File: config.mk
export PLATFORM = sky130hd
export DESIGN_NAME = sfb_spi_access
export DESIGN_NICKNAME = d
export VERILOG_FILES = /design/src/verilog/sfb_pkg.sv /design/src/verilog/sfb_buf_mem.sv /design/src/verilog/sfb_spi_access.sv
export SDC_FILE = /design/constraint.sdc
export NUM_CORES = 2
export LEC_CHECK = 0
export BUFFER_PORTS_ARGS = -buffer_cell sky130_fd_sc_hd__buf_4
export CORE_ASPECT_RATIO = 0.75
export CORE_UTILIZATION = 40
export DETAILED_ROUTE_END_ITERATION = 10
export HOLD_SLACK_MARGIN = 0.06
export PLACE_DENSITY = 0.62
export REMOVE_ABC_BUFFERS = 1
export SLEW_MARGIN = 20
export SYNTH_ARGS = -nofsm -noshare
export SYNTH_HDL_FRONTEND = slang
export SYNTH_SLANG_ARGS = --single-unit
File: constraint.sdc
create_clock -name mclk -period 7.65 [get_ports mclk]
set_input_delay 1.53 -clock mclk [delete_from_list [all_inputs] [get_ports mclk]]
set_output_delay 1.53 -clock mclk [all_outputs]
set_load 0.01 [all_outputs]
File: src/verilog/sfb_pkg.sv
// Shared constants, types and carriers of the serial frame-buffer access block.
package sfb_pkg;

	// ************************************************************
	// Command byte decoding
	// ************************************************************
	localparam logic [2:0] CMD_FB_READ   = 3'h1;
	localparam logic [2:0] CMD_FB_WRITE  = 3'h3;
	localparam logic [2:0] CMD_SRAM_READ = 3'h0;
	localparam logic [2:0] CMD_SRAM_WR   = 3'h2;
	localparam int         CMD_MODE_MSB  = 7;
	localparam int         CMD_MODE_LSB  = 5;

	// ************************************************************
	// Address map and frame arithmetic
	// ************************************************************
	localparam logic [7:0] FB_FIRST      = 8'h00;
	localparam logic [7:0] FB_LAST       = 8'h7F;
	localparam logic [7:0] CIPHER_FIRST  = 8'h82;
	localparam logic [7:0] CIPHER_LAST   = 8'h94;
	localparam logic [7:0] MAX_FRAME_LEN = 8'h7F;
	localparam logic [7:0] TRAILER_LAST  = 8'h03;
	localparam int         BUF_AW        = 8;
	localparam int         BUF_DW        = 8;

	// ************************************************************
	// Status echo byte selection
	// ************************************************************
	localparam logic [1:0] STAT_SEL_ZERO = 2'h0;
	localparam logic [1:0] STAT_SEL_TRX  = 2'h1;
	localparam logic [1:0] STAT_SEL_RSSI = 2'h2;
	localparam logic [1:0] STAT_SEL_IRQ  = 2'h3;

	// ************************************************************
	// Reset values and last bit index
	// ************************************************************
	localparam logic [7:0] RST_BYTE      = 8'h00;
	localparam logic [2:0] RST_BITCNT    = 3'h0;
	localparam logic [2:0] LAST_BIT      = 3'h7;

	// ************************************************************
	// Types
	// ************************************************************
	typedef enum logic [4:0] {
		PH_IDLE = 5'b0_0001,
		PH_CMD  = 5'b0_0010,
		PH_ADDR = 5'b0_0100,
		PH_DATA = 5'b0_1000,
		PH_SKIP = 5'b1_0000
	} sfb_phase_e;

	typedef struct packed {
		logic sclk;
		logic sel_n;
		logic mosi;
	} sfb_spi_pins_s;

	typedef struct packed {
		logic [7:0] transceiver_state_reg;
		logic [7:0] signal_strength_reg;
		logic [7:0] irq_status_reg;
	} sfb_status_regs_s;

	typedef struct packed {
		logic [7:0] link_quality_value;
		logic [7:0] energy_level;
		logic [7:0] rx_outcome;
	} sfb_trailer_s;

	typedef struct packed {
		logic       en;
		logic [6:0] addr;
		logic [7:0] data;
	} sfb_rx_wr_s;

endpackage

File: src/verilog/sfb_buf_mem.sv
// Shared frame buffer and cipher data store with a registered read port.
module sfb_buf_mem #(
	parameter int AW = 8,
	parameter int DW = 8
) (
	// Clock and reset
	input  wire logic          mclk,
	input  wire logic          rst,
	// Write port
	input  wire logic          we,
	input  wire logic [AW-1:0] wa,
	input  wire logic [DW-1:0] wd,
	// Read port
	input  wire logic          re,
	input  wire logic [AW-1:0] ra,
	output      logic [DW-1:0] rd_q
);

	logic [DW-1:0] mem [2**AW];
	logic [DW-1:0] rd_d;

	always_comb begin
		rd_d = rd_q;
		if (re) begin
			rd_d = mem[ra];
		end
	end

	// The array has no reset; contents are undefined until written.
	always_ff @(posedge mclk) begin
		if (we) begin
			mem[wa] <= wd;
		end
		if (rst) begin
			rd_q <= '0;
		end else begin
			rd_q <= rd_d;
		end
	end

endmodule

File: src/verilog/sfb_spi_access.sv
// Serial slave that reaches the shared frame buffer by frame and by random address.
//
// How it works
// First byte's top three bits pick frame read, frame write, random read or write.
// Input sampled on rising serial clock, output changed on falling edge, MSB first.
// Frame access restarts the buffer address at zero, then steps it.
// In a frame write the master sends the length header right after the command.
// Frame read returns status, length, payload, then quality, energy and outcome bytes.
// Frame write is command, length header, then payload bytes.
// Frame length is at most 127 bytes.
// Frame address advances after every data byte until select rises.
// A frame read may stop at any byte without side effect.
// Each new frame read starts again with the length header.
// Buffer is replaced by received frames or by a frame write.
// Frame-mode access violations raise the violation interrupt.
// Master keeps a stored frame safe from being overwritten before retransmission.
// Optional receive lock keeps incoming frames out of the buffer.
// Random access sends command, then the start address byte.
// Random addresses 0x00-0x7F reach the frame buffer, 0x82-0x94 the cipher area.
// Random read data appear from the third byte onward.
// Random write data come from the master from the third byte onward.
// Master does not run past the end of the buffer in random access.
// Random access address increments after every data byte until select rises.
// Random read of the length header leaves the receive lock in place.
// Random-mode violations never raise the violation interrupt.
// Status echo byte goes out while the command byte comes in.
// Status echo content is chosen by a select field.
// Select 0 gives zeros, 1 state, 2 signal strength, 3 interrupt status.
module sfb_spi_access (
	// Clock and reset
	input  wire logic                      mclk,
	input  wire logic                      rst,
	// Serial pins
	input  wire sfb_pkg::sfb_spi_pins_s    spi_pins,
	output      logic                      miso,
	output      logic                      miso_oe,
	// Status echo sources and select
	input  wire logic [1:0]                status_sel,
	input  wire sfb_pkg::sfb_status_regs_s status_regs,
	// Radio side
	input  wire sfb_pkg::sfb_trailer_s     trailer,
	input  wire sfb_pkg::sfb_rx_wr_s       rx_wr,
	input  wire logic                      rx_busy,
	input  wire logic                      rx_frame_end,
	input  wire logic                      rx_lock_en,
	// Indications
	output      logic                      buffer_access_violation_irq,
	output      logic                      lock_active
);

	// ************************************************************
	// Pin synchronisers
	// ************************************************************
	logic [2:0] sync1_q, sync2_q, sync3_q;
	always_ff @(posedge mclk) begin
		if (rst) begin
			sync1_q <= 3'b010;
			sync2_q <= 3'b010;
			sync3_q <= 3'b010;
		end else begin
			sync1_q <= spi_pins;
			sync2_q <= sync1_q;
			sync3_q <= sync2_q;
		end
	end

	// Bit positions inside the packed pin struct.
	localparam int P_SCLK = 2;
	localparam int P_SEL  = 1;
	localparam int P_MOSI = 0;

	logic sclk_rise, sclk_fall, sel_fall, sel_rise, sel_hi;
	assign sclk_rise = sync2_q[P_SCLK] & ~sync3_q[P_SCLK];
	assign sclk_fall = ~sync2_q[P_SCLK] & sync3_q[P_SCLK];
	assign sel_fall  = ~sync2_q[P_SEL] & sync3_q[P_SEL];
	assign sel_rise  = sync2_q[P_SEL] & ~sync3_q[P_SEL];
	assign sel_hi    = sync2_q[P_SEL];

	// ************************************************************
	// Decoding helpers
	// ************************************************************
	function automatic logic is_mapped(input logic [7:0] a);
		is_mapped = (a <= sfb_pkg::FB_LAST) ||
			((a >= sfb_pkg::CIPHER_FIRST) && (a <= sfb_pkg::CIPHER_LAST));
	endfunction

	function automatic logic [7:0] pick_status(input logic [1:0] s,
			input sfb_pkg::sfb_status_regs_s r);
		case (s)
			sfb_pkg::STAT_SEL_TRX:  pick_status = r.transceiver_state_reg;
			sfb_pkg::STAT_SEL_RSSI: pick_status = r.signal_strength_reg;
			sfb_pkg::STAT_SEL_IRQ:  pick_status = r.irq_status_reg;
			default:                pick_status = sfb_pkg::RST_BYTE;
		endcase
	endfunction

	// ************************************************************
	// Buffer memory
	// ************************************************************
	logic       mem_we, mem_re;
	logic [7:0] mem_wa, mem_wd, mem_ra, mem_rd;

	sfb_buf_mem #(
		.AW (sfb_pkg::BUF_AW),
		.DW (sfb_pkg::BUF_DW)
	) u_mem (
		.mclk (mclk),
		.rst  (rst),
		.we   (mem_we),
		.wa   (mem_wa),
		.wd   (mem_wd),
		.re   (mem_re),
		.ra   (mem_ra),
		.rd_q (mem_rd)
	);

	// ************************************************************
	// Access sequencer
	// ************************************************************
	sfb_pkg::sfb_phase_e phase_q, phase_d;
	logic [2:0] mode_q, mode_d, bitcnt_q, bitcnt_d;
	logic [7:0] shin_q, shin_d, txsh_q, txsh_d, addr_q, addr_d;
	logic [7:0] idx_q, idx_d, len_q, len_d, rx_byte, stat_byte;
	logic       fetch_q, fetch_d, miso_q, miso_d, oe_q, oe_d;
	logic       irq_q, irq_d, lock_q, lock_d, spi_we;

	assign miso                        = miso_q;
	assign miso_oe                     = oe_q;
	assign buffer_access_violation_irq = irq_q;
	assign lock_active                 = lock_q;

	always_comb begin
		phase_d   = phase_q;
		mode_d    = mode_q;
		bitcnt_d  = bitcnt_q;
		shin_d    = shin_q;
		txsh_d    = txsh_q;
		addr_d    = addr_q;
		idx_d     = idx_q;
		len_d     = len_q;
		fetch_d   = 1'b0;
		miso_d    = miso_q;
		oe_d      = oe_q;
		irq_d     = 1'b0;
		lock_d    = lock_q;
		spi_we    = 1'b0;
		mem_re    = 1'b0;
		mem_ra    = addr_q;
		mem_wa    = addr_q;
		mem_wd    = sfb_pkg::RST_BYTE;
		rx_byte   = {shin_q[6:0], sync2_q[P_MOSI]};
		stat_byte = pick_status(status_sel, status_regs);
		if (sel_hi) begin
			phase_d = sfb_pkg::PH_IDLE;
			oe_d    = 1'b0;
			// Apart from rx_lock_en going low, only a frame read that got past its length byte releases the lock.
			if (sel_rise && phase_q == sfb_pkg::PH_DATA &&
					mode_q == sfb_pkg::CMD_FB_READ && idx_q != sfb_pkg::RST_BYTE) begin
				lock_d = 1'b0;
			end
		end else if (sel_fall) begin
			phase_d  = sfb_pkg::PH_CMD;
			bitcnt_d = sfb_pkg::RST_BITCNT;
			txsh_d   = stat_byte;
			miso_d   = stat_byte[7];
			oe_d     = 1'b1;
		end else begin
			if (fetch_q) begin
				if (mode_q == sfb_pkg::CMD_SRAM_READ) begin
					txsh_d = is_mapped(addr_q) ? mem_rd : sfb_pkg::RST_BYTE;
				end else if (idx_q == sfb_pkg::RST_BYTE) begin
					txsh_d = mem_rd;
					len_d  = (mem_rd > sfb_pkg::MAX_FRAME_LEN) ?
						sfb_pkg::MAX_FRAME_LEN : mem_rd;
				end else if (idx_q <= len_q) begin
					txsh_d = mem_rd;
				end else if (idx_q == len_q + 8'h01) begin
					txsh_d = trailer.link_quality_value;
				end else if (idx_q == len_q + 8'h02) begin
					txsh_d = trailer.energy_level;
				end else if (idx_q == len_q + sfb_pkg::TRAILER_LAST) begin
					txsh_d = trailer.rx_outcome;
				end else begin
					txsh_d = sfb_pkg::RST_BYTE;
				end
			end
			if (sclk_fall) begin
				miso_d = txsh_q[sfb_pkg::LAST_BIT - bitcnt_q];
			end
			if (sclk_rise) begin
				shin_d   = rx_byte;
				bitcnt_d = bitcnt_q + 3'h1;
				if (bitcnt_q == sfb_pkg::LAST_BIT) begin
					case (phase_q)
						sfb_pkg::PH_CMD: begin
							mode_d = rx_byte[sfb_pkg::CMD_MODE_MSB:sfb_pkg::CMD_MODE_LSB];
							addr_d = sfb_pkg::FB_FIRST;
							idx_d  = sfb_pkg::RST_BYTE;
							case (mode_d)
								sfb_pkg::CMD_FB_READ: begin
									phase_d = sfb_pkg::PH_DATA;
									mem_re  = 1'b1;
									mem_ra  = sfb_pkg::FB_FIRST;
									fetch_d = 1'b1;
									irq_d   = rx_busy;
								end
								sfb_pkg::CMD_FB_WRITE: begin
									phase_d = sfb_pkg::PH_DATA;
									irq_d   = rx_busy;
								end
								sfb_pkg::CMD_SRAM_READ,
								sfb_pkg::CMD_SRAM_WR: begin
									phase_d = sfb_pkg::PH_ADDR;
								end
								default: begin
									phase_d = sfb_pkg::PH_SKIP;
								end
							endcase
						end
						sfb_pkg::PH_ADDR: begin
							addr_d  = rx_byte;
							phase_d = sfb_pkg::PH_DATA;
							if (mode_q == sfb_pkg::CMD_SRAM_READ) begin
								mem_re  = 1'b1;
								mem_ra  = rx_byte;
								fetch_d = 1'b1;
							end
						end
						sfb_pkg::PH_DATA: begin
							addr_d = addr_q + 8'h01;
							case (mode_q)
								sfb_pkg::CMD_FB_WRITE: begin
									if (addr_q <= sfb_pkg::FB_LAST) begin
										spi_we = 1'b1;
										mem_wd = rx_byte;
									end else begin
										irq_d = 1'b1;
									end
								end
								sfb_pkg::CMD_FB_READ: begin
									if (idx_q != 8'hFF) begin
										idx_d = idx_q + 8'h01;
									end
									mem_re  = 1'b1;
									mem_ra  = addr_q + 8'h01;
									fetch_d = 1'b1;
									irq_d   = idx_q > len_q + sfb_pkg::TRAILER_LAST;
								end
								sfb_pkg::CMD_SRAM_WR: begin
									spi_we = is_mapped(addr_q);
									mem_wd = rx_byte;
								end
								default: begin
									mem_re  = 1'b1;
									mem_ra  = addr_q + 8'h01;
									fetch_d = 1'b1;
								end
							endcase
						end
						default: begin
							phase_d = phase_q;
						end
					endcase
				end
			end
		end
		// Radio writes yield to the serial side and to the lock; a lost write is the
		// price of keeping one write port on the store.
		mem_we = spi_we;
		if (!spi_we && rx_wr.en && !lock_q) begin
			mem_we = 1'b1;
			mem_wa = {1'b0, rx_wr.addr};
			mem_wd = rx_wr.data;
		end
		if (!rx_lock_en) begin
			lock_d = 1'b0;
		end else if (rx_frame_end) begin
			lock_d = 1'b1;
		end
	end

	always_ff @(posedge mclk) begin
		if (rst) begin
			phase_q  <= sfb_pkg::PH_IDLE;
			mode_q   <= sfb_pkg::CMD_SRAM_READ;
			bitcnt_q <= sfb_pkg::RST_BITCNT;
			shin_q   <= sfb_pkg::RST_BYTE;
			txsh_q   <= sfb_pkg::RST_BYTE;
			addr_q   <= sfb_pkg::RST_BYTE;
			idx_q    <= sfb_pkg::RST_BYTE;
			len_q    <= sfb_pkg::RST_BYTE;
			fetch_q  <= 1'b0;
			miso_q   <= 1'b0;
			oe_q     <= 1'b0;
			irq_q    <= 1'b0;
			lock_q   <= 1'b0;
		end else begin
			phase_q  <= phase_d;
			mode_q   <= mode_d;
			bitcnt_q <= bitcnt_d;
			shin_q   <= shin_d;
			txsh_q   <= txsh_d;
			addr_q   <= addr_d;
			idx_q    <= idx_d;
			len_q    <= len_d;
			fetch_q  <= fetch_d;
			miso_q   <= miso_d;
			oe_q     <= oe_d;
			irq_q    <= irq_d;
			lock_q   <= lock_d;
		end
	end

	// ************************************************************
	// Assertions
	// ************************************************************
	logic byte_done;
	assign byte_done = !sel_hi && !sel_fall && sclk_rise && bitcnt_q == sfb_pkg::LAST_BIT;

	property p_fb_addr_zero;
		@(posedge mclk) disable iff (rst)
		byte_done && phase_q == sfb_pkg::PH_CMD && rx_byte[7:5] == sfb_pkg::CMD_FB_READ
		|=> addr_q == sfb_pkg::FB_FIRST && idx_q == sfb_pkg::RST_BYTE ##1 fetch_q == 1'b0;
	endproperty
	a_fb_addr_zero: assert property (p_fb_addr_zero) else $error("frame address not zero");

	property p_fb_step;
		@(posedge mclk) disable iff (rst)
		byte_done && phase_q == sfb_pkg::PH_DATA && mode_q[0]
		|=> addr_q == $past(addr_q) + 8'h01;
	endproperty
	a_fb_step: assert property (p_fb_step) else $error("frame address did not step");

	property p_sram_step;
		@(posedge mclk) disable iff (rst)
		byte_done && phase_q == sfb_pkg::PH_DATA && !mode_q[0]
		|=> addr_q == $past(addr_q) + 8'h01;
	endproperty
	a_sram_step: assert property (p_sram_step) else $error("random address did not step");

	property p_sram_no_irq;
		@(posedge mclk) disable iff (rst)
		phase_q == sfb_pkg::PH_DATA && !mode_q[0] |=> !irq_q;
	endproperty
	a_sram_no_irq: assert property (p_sram_no_irq) else $error("random access raised irq");

	property p_fb_overrun_irq;
		@(posedge mclk) disable iff (rst)
		byte_done && phase_q == sfb_pkg::PH_DATA && mode_q == sfb_pkg::CMD_FB_WRITE &&
			addr_q > sfb_pkg::FB_LAST |=> irq_q ##1 !irq_q;
	endproperty
	a_fb_overrun_irq: assert property (p_fb_overrun_irq) else $error("overrun not flagged");

	property p_status_first;
		@(posedge mclk) disable iff (rst)
		sel_fall |=> oe_q && txsh_q == $past(stat_byte) && miso_q == $past(stat_byte[7]);
	endproperty
	a_status_first: assert property (p_status_first) else $error("status byte not loaded");

	property p_status_zero;
		@(posedge mclk) disable iff (rst)
		sel_fall && status_sel == sfb_pkg::STAT_SEL_ZERO |=> txsh_q == sfb_pkg::RST_BYTE;
	endproperty
	a_status_zero: assert property (p_status_zero) else $error("default status not zero");

	property p_lock_blocks;
		@(posedge mclk) disable iff (rst)
		lock_q && !spi_we |-> !mem_we;
	endproperty
	a_lock_blocks: assert property (p_lock_blocks) else $error("locked buffer written");

	property p_fb_read_no_write;
		@(posedge mclk) disable iff (rst)
		mode_q == sfb_pkg::CMD_FB_READ && phase_q != sfb_pkg::PH_CMD |-> !spi_we;
	endproperty
	a_fb_read_no_write: assert property (p_fb_read_no_write) else $error("read wrote");

	property p_sram_keeps_lock;
		@(posedge mclk) disable iff (rst)
		sel_rise && lock_q && rx_lock_en && !mode_q[0] |=> lock_q;
	endproperty
	a_sram_keeps_lock: assert property (p_sram_keeps_lock) else $error("lock released");

endmodule
==> impl_metrics.json <==
{
  "layout_commonest_cell": "edfxtp_1",
  "insertion_delay_ns": 0.85,
  "max_stage_delay_ns": 0.87,
  "crit_chain": "inv_1, ha_1, nand4b_1, a211oi_1, a2bb2oi_4, buf_12, buf_12, nand2_1, o221ai_1, a31oi_1, o211ai_1, nand4_1, nor4_1, a211o_1",
  "fmax_mhz": 158,
  "placementRows": 147,
  "grt_pass1_wl_um": 362000,
  "reg2reg_slack_ns": 1.32,
  "postRouteAntennaNets": 0,
  "coreArea_mm2": 0.215,
  "relSlewSlack_pct": 18.4,
  "drt_first_pass_iters": 6,
  "cts_root_buf": "clkbuf_16",
  "dp.cells": 10131,
  "worstSetupPathType": "reg2reg",
  "numCtsBuffers": 205,
  "finalClockSkew_ns": 0.0285,
  "synth.largest_area_cell": "edfxtp_1",
  "n_fill_cell": 19079,
  "worst_ir_drop_vdd_uv": 241,
  "synth_edf_count": 2048,
  "maxCapViolCount": 0,
  "drt_wl_total_um": 249000,
  "worst_pin_slew_ns": 1.22,
  "power_density_mw_per_mm2": 235,
  "clk_pin_slew_ns": 0.06,
  "initial_utilization_pct": 40.4,
  "critical_path.most_common_cell": "buf_12",
  "slowest_stage": "nor4_1",
  "clkSinkCount": 2119,
  "hold_path_end": "sync2_q[1]",
  "async_flop_share_pct": 0,
  "ys.flop_type": "edfxtp_1",
  "fin_nets": 7607,
  "ys_ff_latch": 2119,
  "instances_no_fill": 10512,
  "crit_buf_inv": 3,
  "final_hold_viol_count": 0,
  "start_kind": "flop",
  "worst-r2r-cell-count": 14,
  "drive_gt1_share_pct": 7.79,
  "critical-path-top-delay-family": "compound AO/OA/AOI/OAI gates",
  "fin_crit_ns": 6.33,
  "whs_path_depth": 1,
  "layout_common_cells": "2048 x edfxtp_1, 1728 x nand2_1, 856 x conb_1, 671 x nand3_1, 273 x mux2i_1",
  "synth_area_per_cell_um2": 13.1,
  "ys_warn_count": 0,
  "status": "complete, no violations",
  "avgRoutedWirePerCell_um": 23.6,
  "cts_resized": 0,
  "end_kind": "flop",
  "dpl.hpwl_um": 153000,
  "synth.area.top_cells": "edfxtp_1 71%, nand2_1 7.5%, nand3_1 3.9%",
  "rsz0062_at_grt": "no",
  "die_y_um": 405,
  "vias": 57947,
  "drt-initial-drc-count": 8536,
  "worstPathRequired_ns": 8.44,
  "syn-cell-area_mm2": 0.0867,
  "syn2layout_area_growth_pct": 15.8,
  "ys_types": 91,
  "via_per_inst": 5.51,
  "cts_hold_buf": 0,
  "dieWidth_um": 540,
  "netlist_instances": 6630,
  "grt_pass1_vias": 53153,
  "numPortBuffers": 77,
  "htree_num_levels": 4,
  "tritoncts": "built",
  "cts.path.max_buffers": 3,
  "io_pins": 78,
  "overflow": 0,
  "gp_congestion": 0.911,
  "power_mw": 23.6,
  "grt_max_degree": 162,
  "die_area_mm2": 0.219,
  "startpoint": "addr_q[0]",
  "worstPathMaxFanout": 98,
  "finalSetupViolCount": 0,
  "fin_tns_setup_ns": 0,
  "postCtsSetupBuffers": 0,
  "r2r_end": "u_mem.rd_q[4]",
  "hp-class": "reg2reg",
  "r2r_start": "addr_q[0]",
  "hp-start": "sync1_q[1]",
  "period_share_pct": 82.7,
  "track_usage_pct": 22.4,
  "drc": 0,
  "p_leak_nw": 36.7,
  "drv_slew": 0,
  "antenna_found_initial": 17,
  "synth_top_area_share_pct": 70.9,
  "critPathArrivalTime_ns": 7.11,
  "seq_area_frac_synth_pct": 72.6
}
==> synthesized netlist by cell type (14+ instances only) <==
cell type,n
a211oi_1,46
a21oi_1,191
a221oi_1,14
a22oi_1,30
a311oi_1,45
a31oi_1,79
a32oi_1,40
and3_1,66
buf_1,19
buf_2,274
buf_4,26
clkbuf_1,89
dfxtp_1,71
edfxtp_1,2048
ha_1,26
inv_1,18
mux2_2,21
mux2i_1,273
nand2_1,1739
nand3_1,671
nand4_1,179
nor2_1,237
nor3_1,50
nor4_1,21
o21ai_0,46
o22ai_1,24
or4_1,16
==> flip-flops by register name (all words and copies together) (netlist names), 2 cells and up <==
| signal | flops |
|---|---|
| u_mem.mem | 2048 |
| addr_q | 8 |
| idx_q | 8 |
| len_q | 8 |
| txsh_q | 8 |
| u_mem.rd_q | 8 |
| shin_q | 7 |
| phase_q | 5 |
| bitcnt_q | 3 |
| mode_q | 3 |
| sync1_q | 3 |
| sync2_q | 3 |
| sync3_q | 2 |
==> metrics by stage <==
step / hold slack (ns) / cell area (um^2) / util [%] / setup WS [ns]
floorplan: 0.389 / 87900 / - / -17.98
global route: 0.452 / 100000 / 46.8 / 1.15
finish: 0.444 / 100000 / 46.8 / 1.32
CTS: 0.447 / 100000 / 46.7 / 1.40
global placement: 0.422 / 93800 / 43.7 / 1.39
detailed placement: 0.418 / 93900 / 43.7 / 1.42
==> layer usage <==
metal	global-route usage (%)	vias up	share of wire (%)
met4	5.14	6	2.2
met3	4.87	372	11
met5	0	-	0.0097
li1	-	25615	-
met2	32.1	3087	42
met1	34.3	28867	44
==> where the power goes <==
part           internal, mW  switching [mW]  total, mW
Sequential             13.1          0.0773       13.2
Combinational         0.111           0.422      0.534
Clock                  5.45            4.42       9.87
Total                  18.7            4.91       23.6
==> worst max path at each step <==
stage	endpoint	cells after the start	slack [ns]
after CTS	u_mem.rd_q[4]	13	1.40
final	u_mem.rd_q[4]	14	1.32
after floorplan	u_mem.rd_q[3]	11	-17.98
after global placement	u_mem.rd_q[4]	14	1.39
after detailed placement	u_mem.rd_q[4]	13	1.42
after global routing	u_mem.rd_q[4]	14	1.15
==> worst register-to-register path, stage by stage (launching register included) <==
cell       delay (ns)
dfxtp_1          0.77
inv_1            0.27
ha_1             0.39
nand4b_1         0.18
a211oi_1         0.65
a2bb2oi_4        0.45
buf_12           0.40
buf_12           0.59
nand2_1          0.35
o221ai_1         0.34
a31oi_1          0.12
o211ai_1         0.48
nand4_1          0.21
nor4_1           0.88
a211o_1          0.18
==> logic make-up (layout without fill, tap and decap cells) <==
kind of cell,Yosys count,count (layout),synth area share (%)
other,1,863,0.00433
buffers and inverters,430,619,2.40
DFF,2119,2119,72.6
and+or+nand+nor,3066,3066,15.5
AOI/OAI and AO/OA,668,668,5.40
xor gates and xnor gates,24,24,0.242
adders and majority gates,26,26,0.375
muxes,296,296,3.48
==> cell type report <==
cell class	count	area (um^2)	area share, %
Sequential cell	2119	62900	62.7
Multi-Input combinational cell	4936	25200	25.1
Clock buffer	278	5610	5.59
Tap cell	2831	3540	3.53
Timing Repair Buffer	227	2130	2.12
Clock inverter	96	868	0.865
Inverter	18	67.6	0.0673
Antenna cell	7	17.5	0.0175
Power figures use the tool's default switching activity.
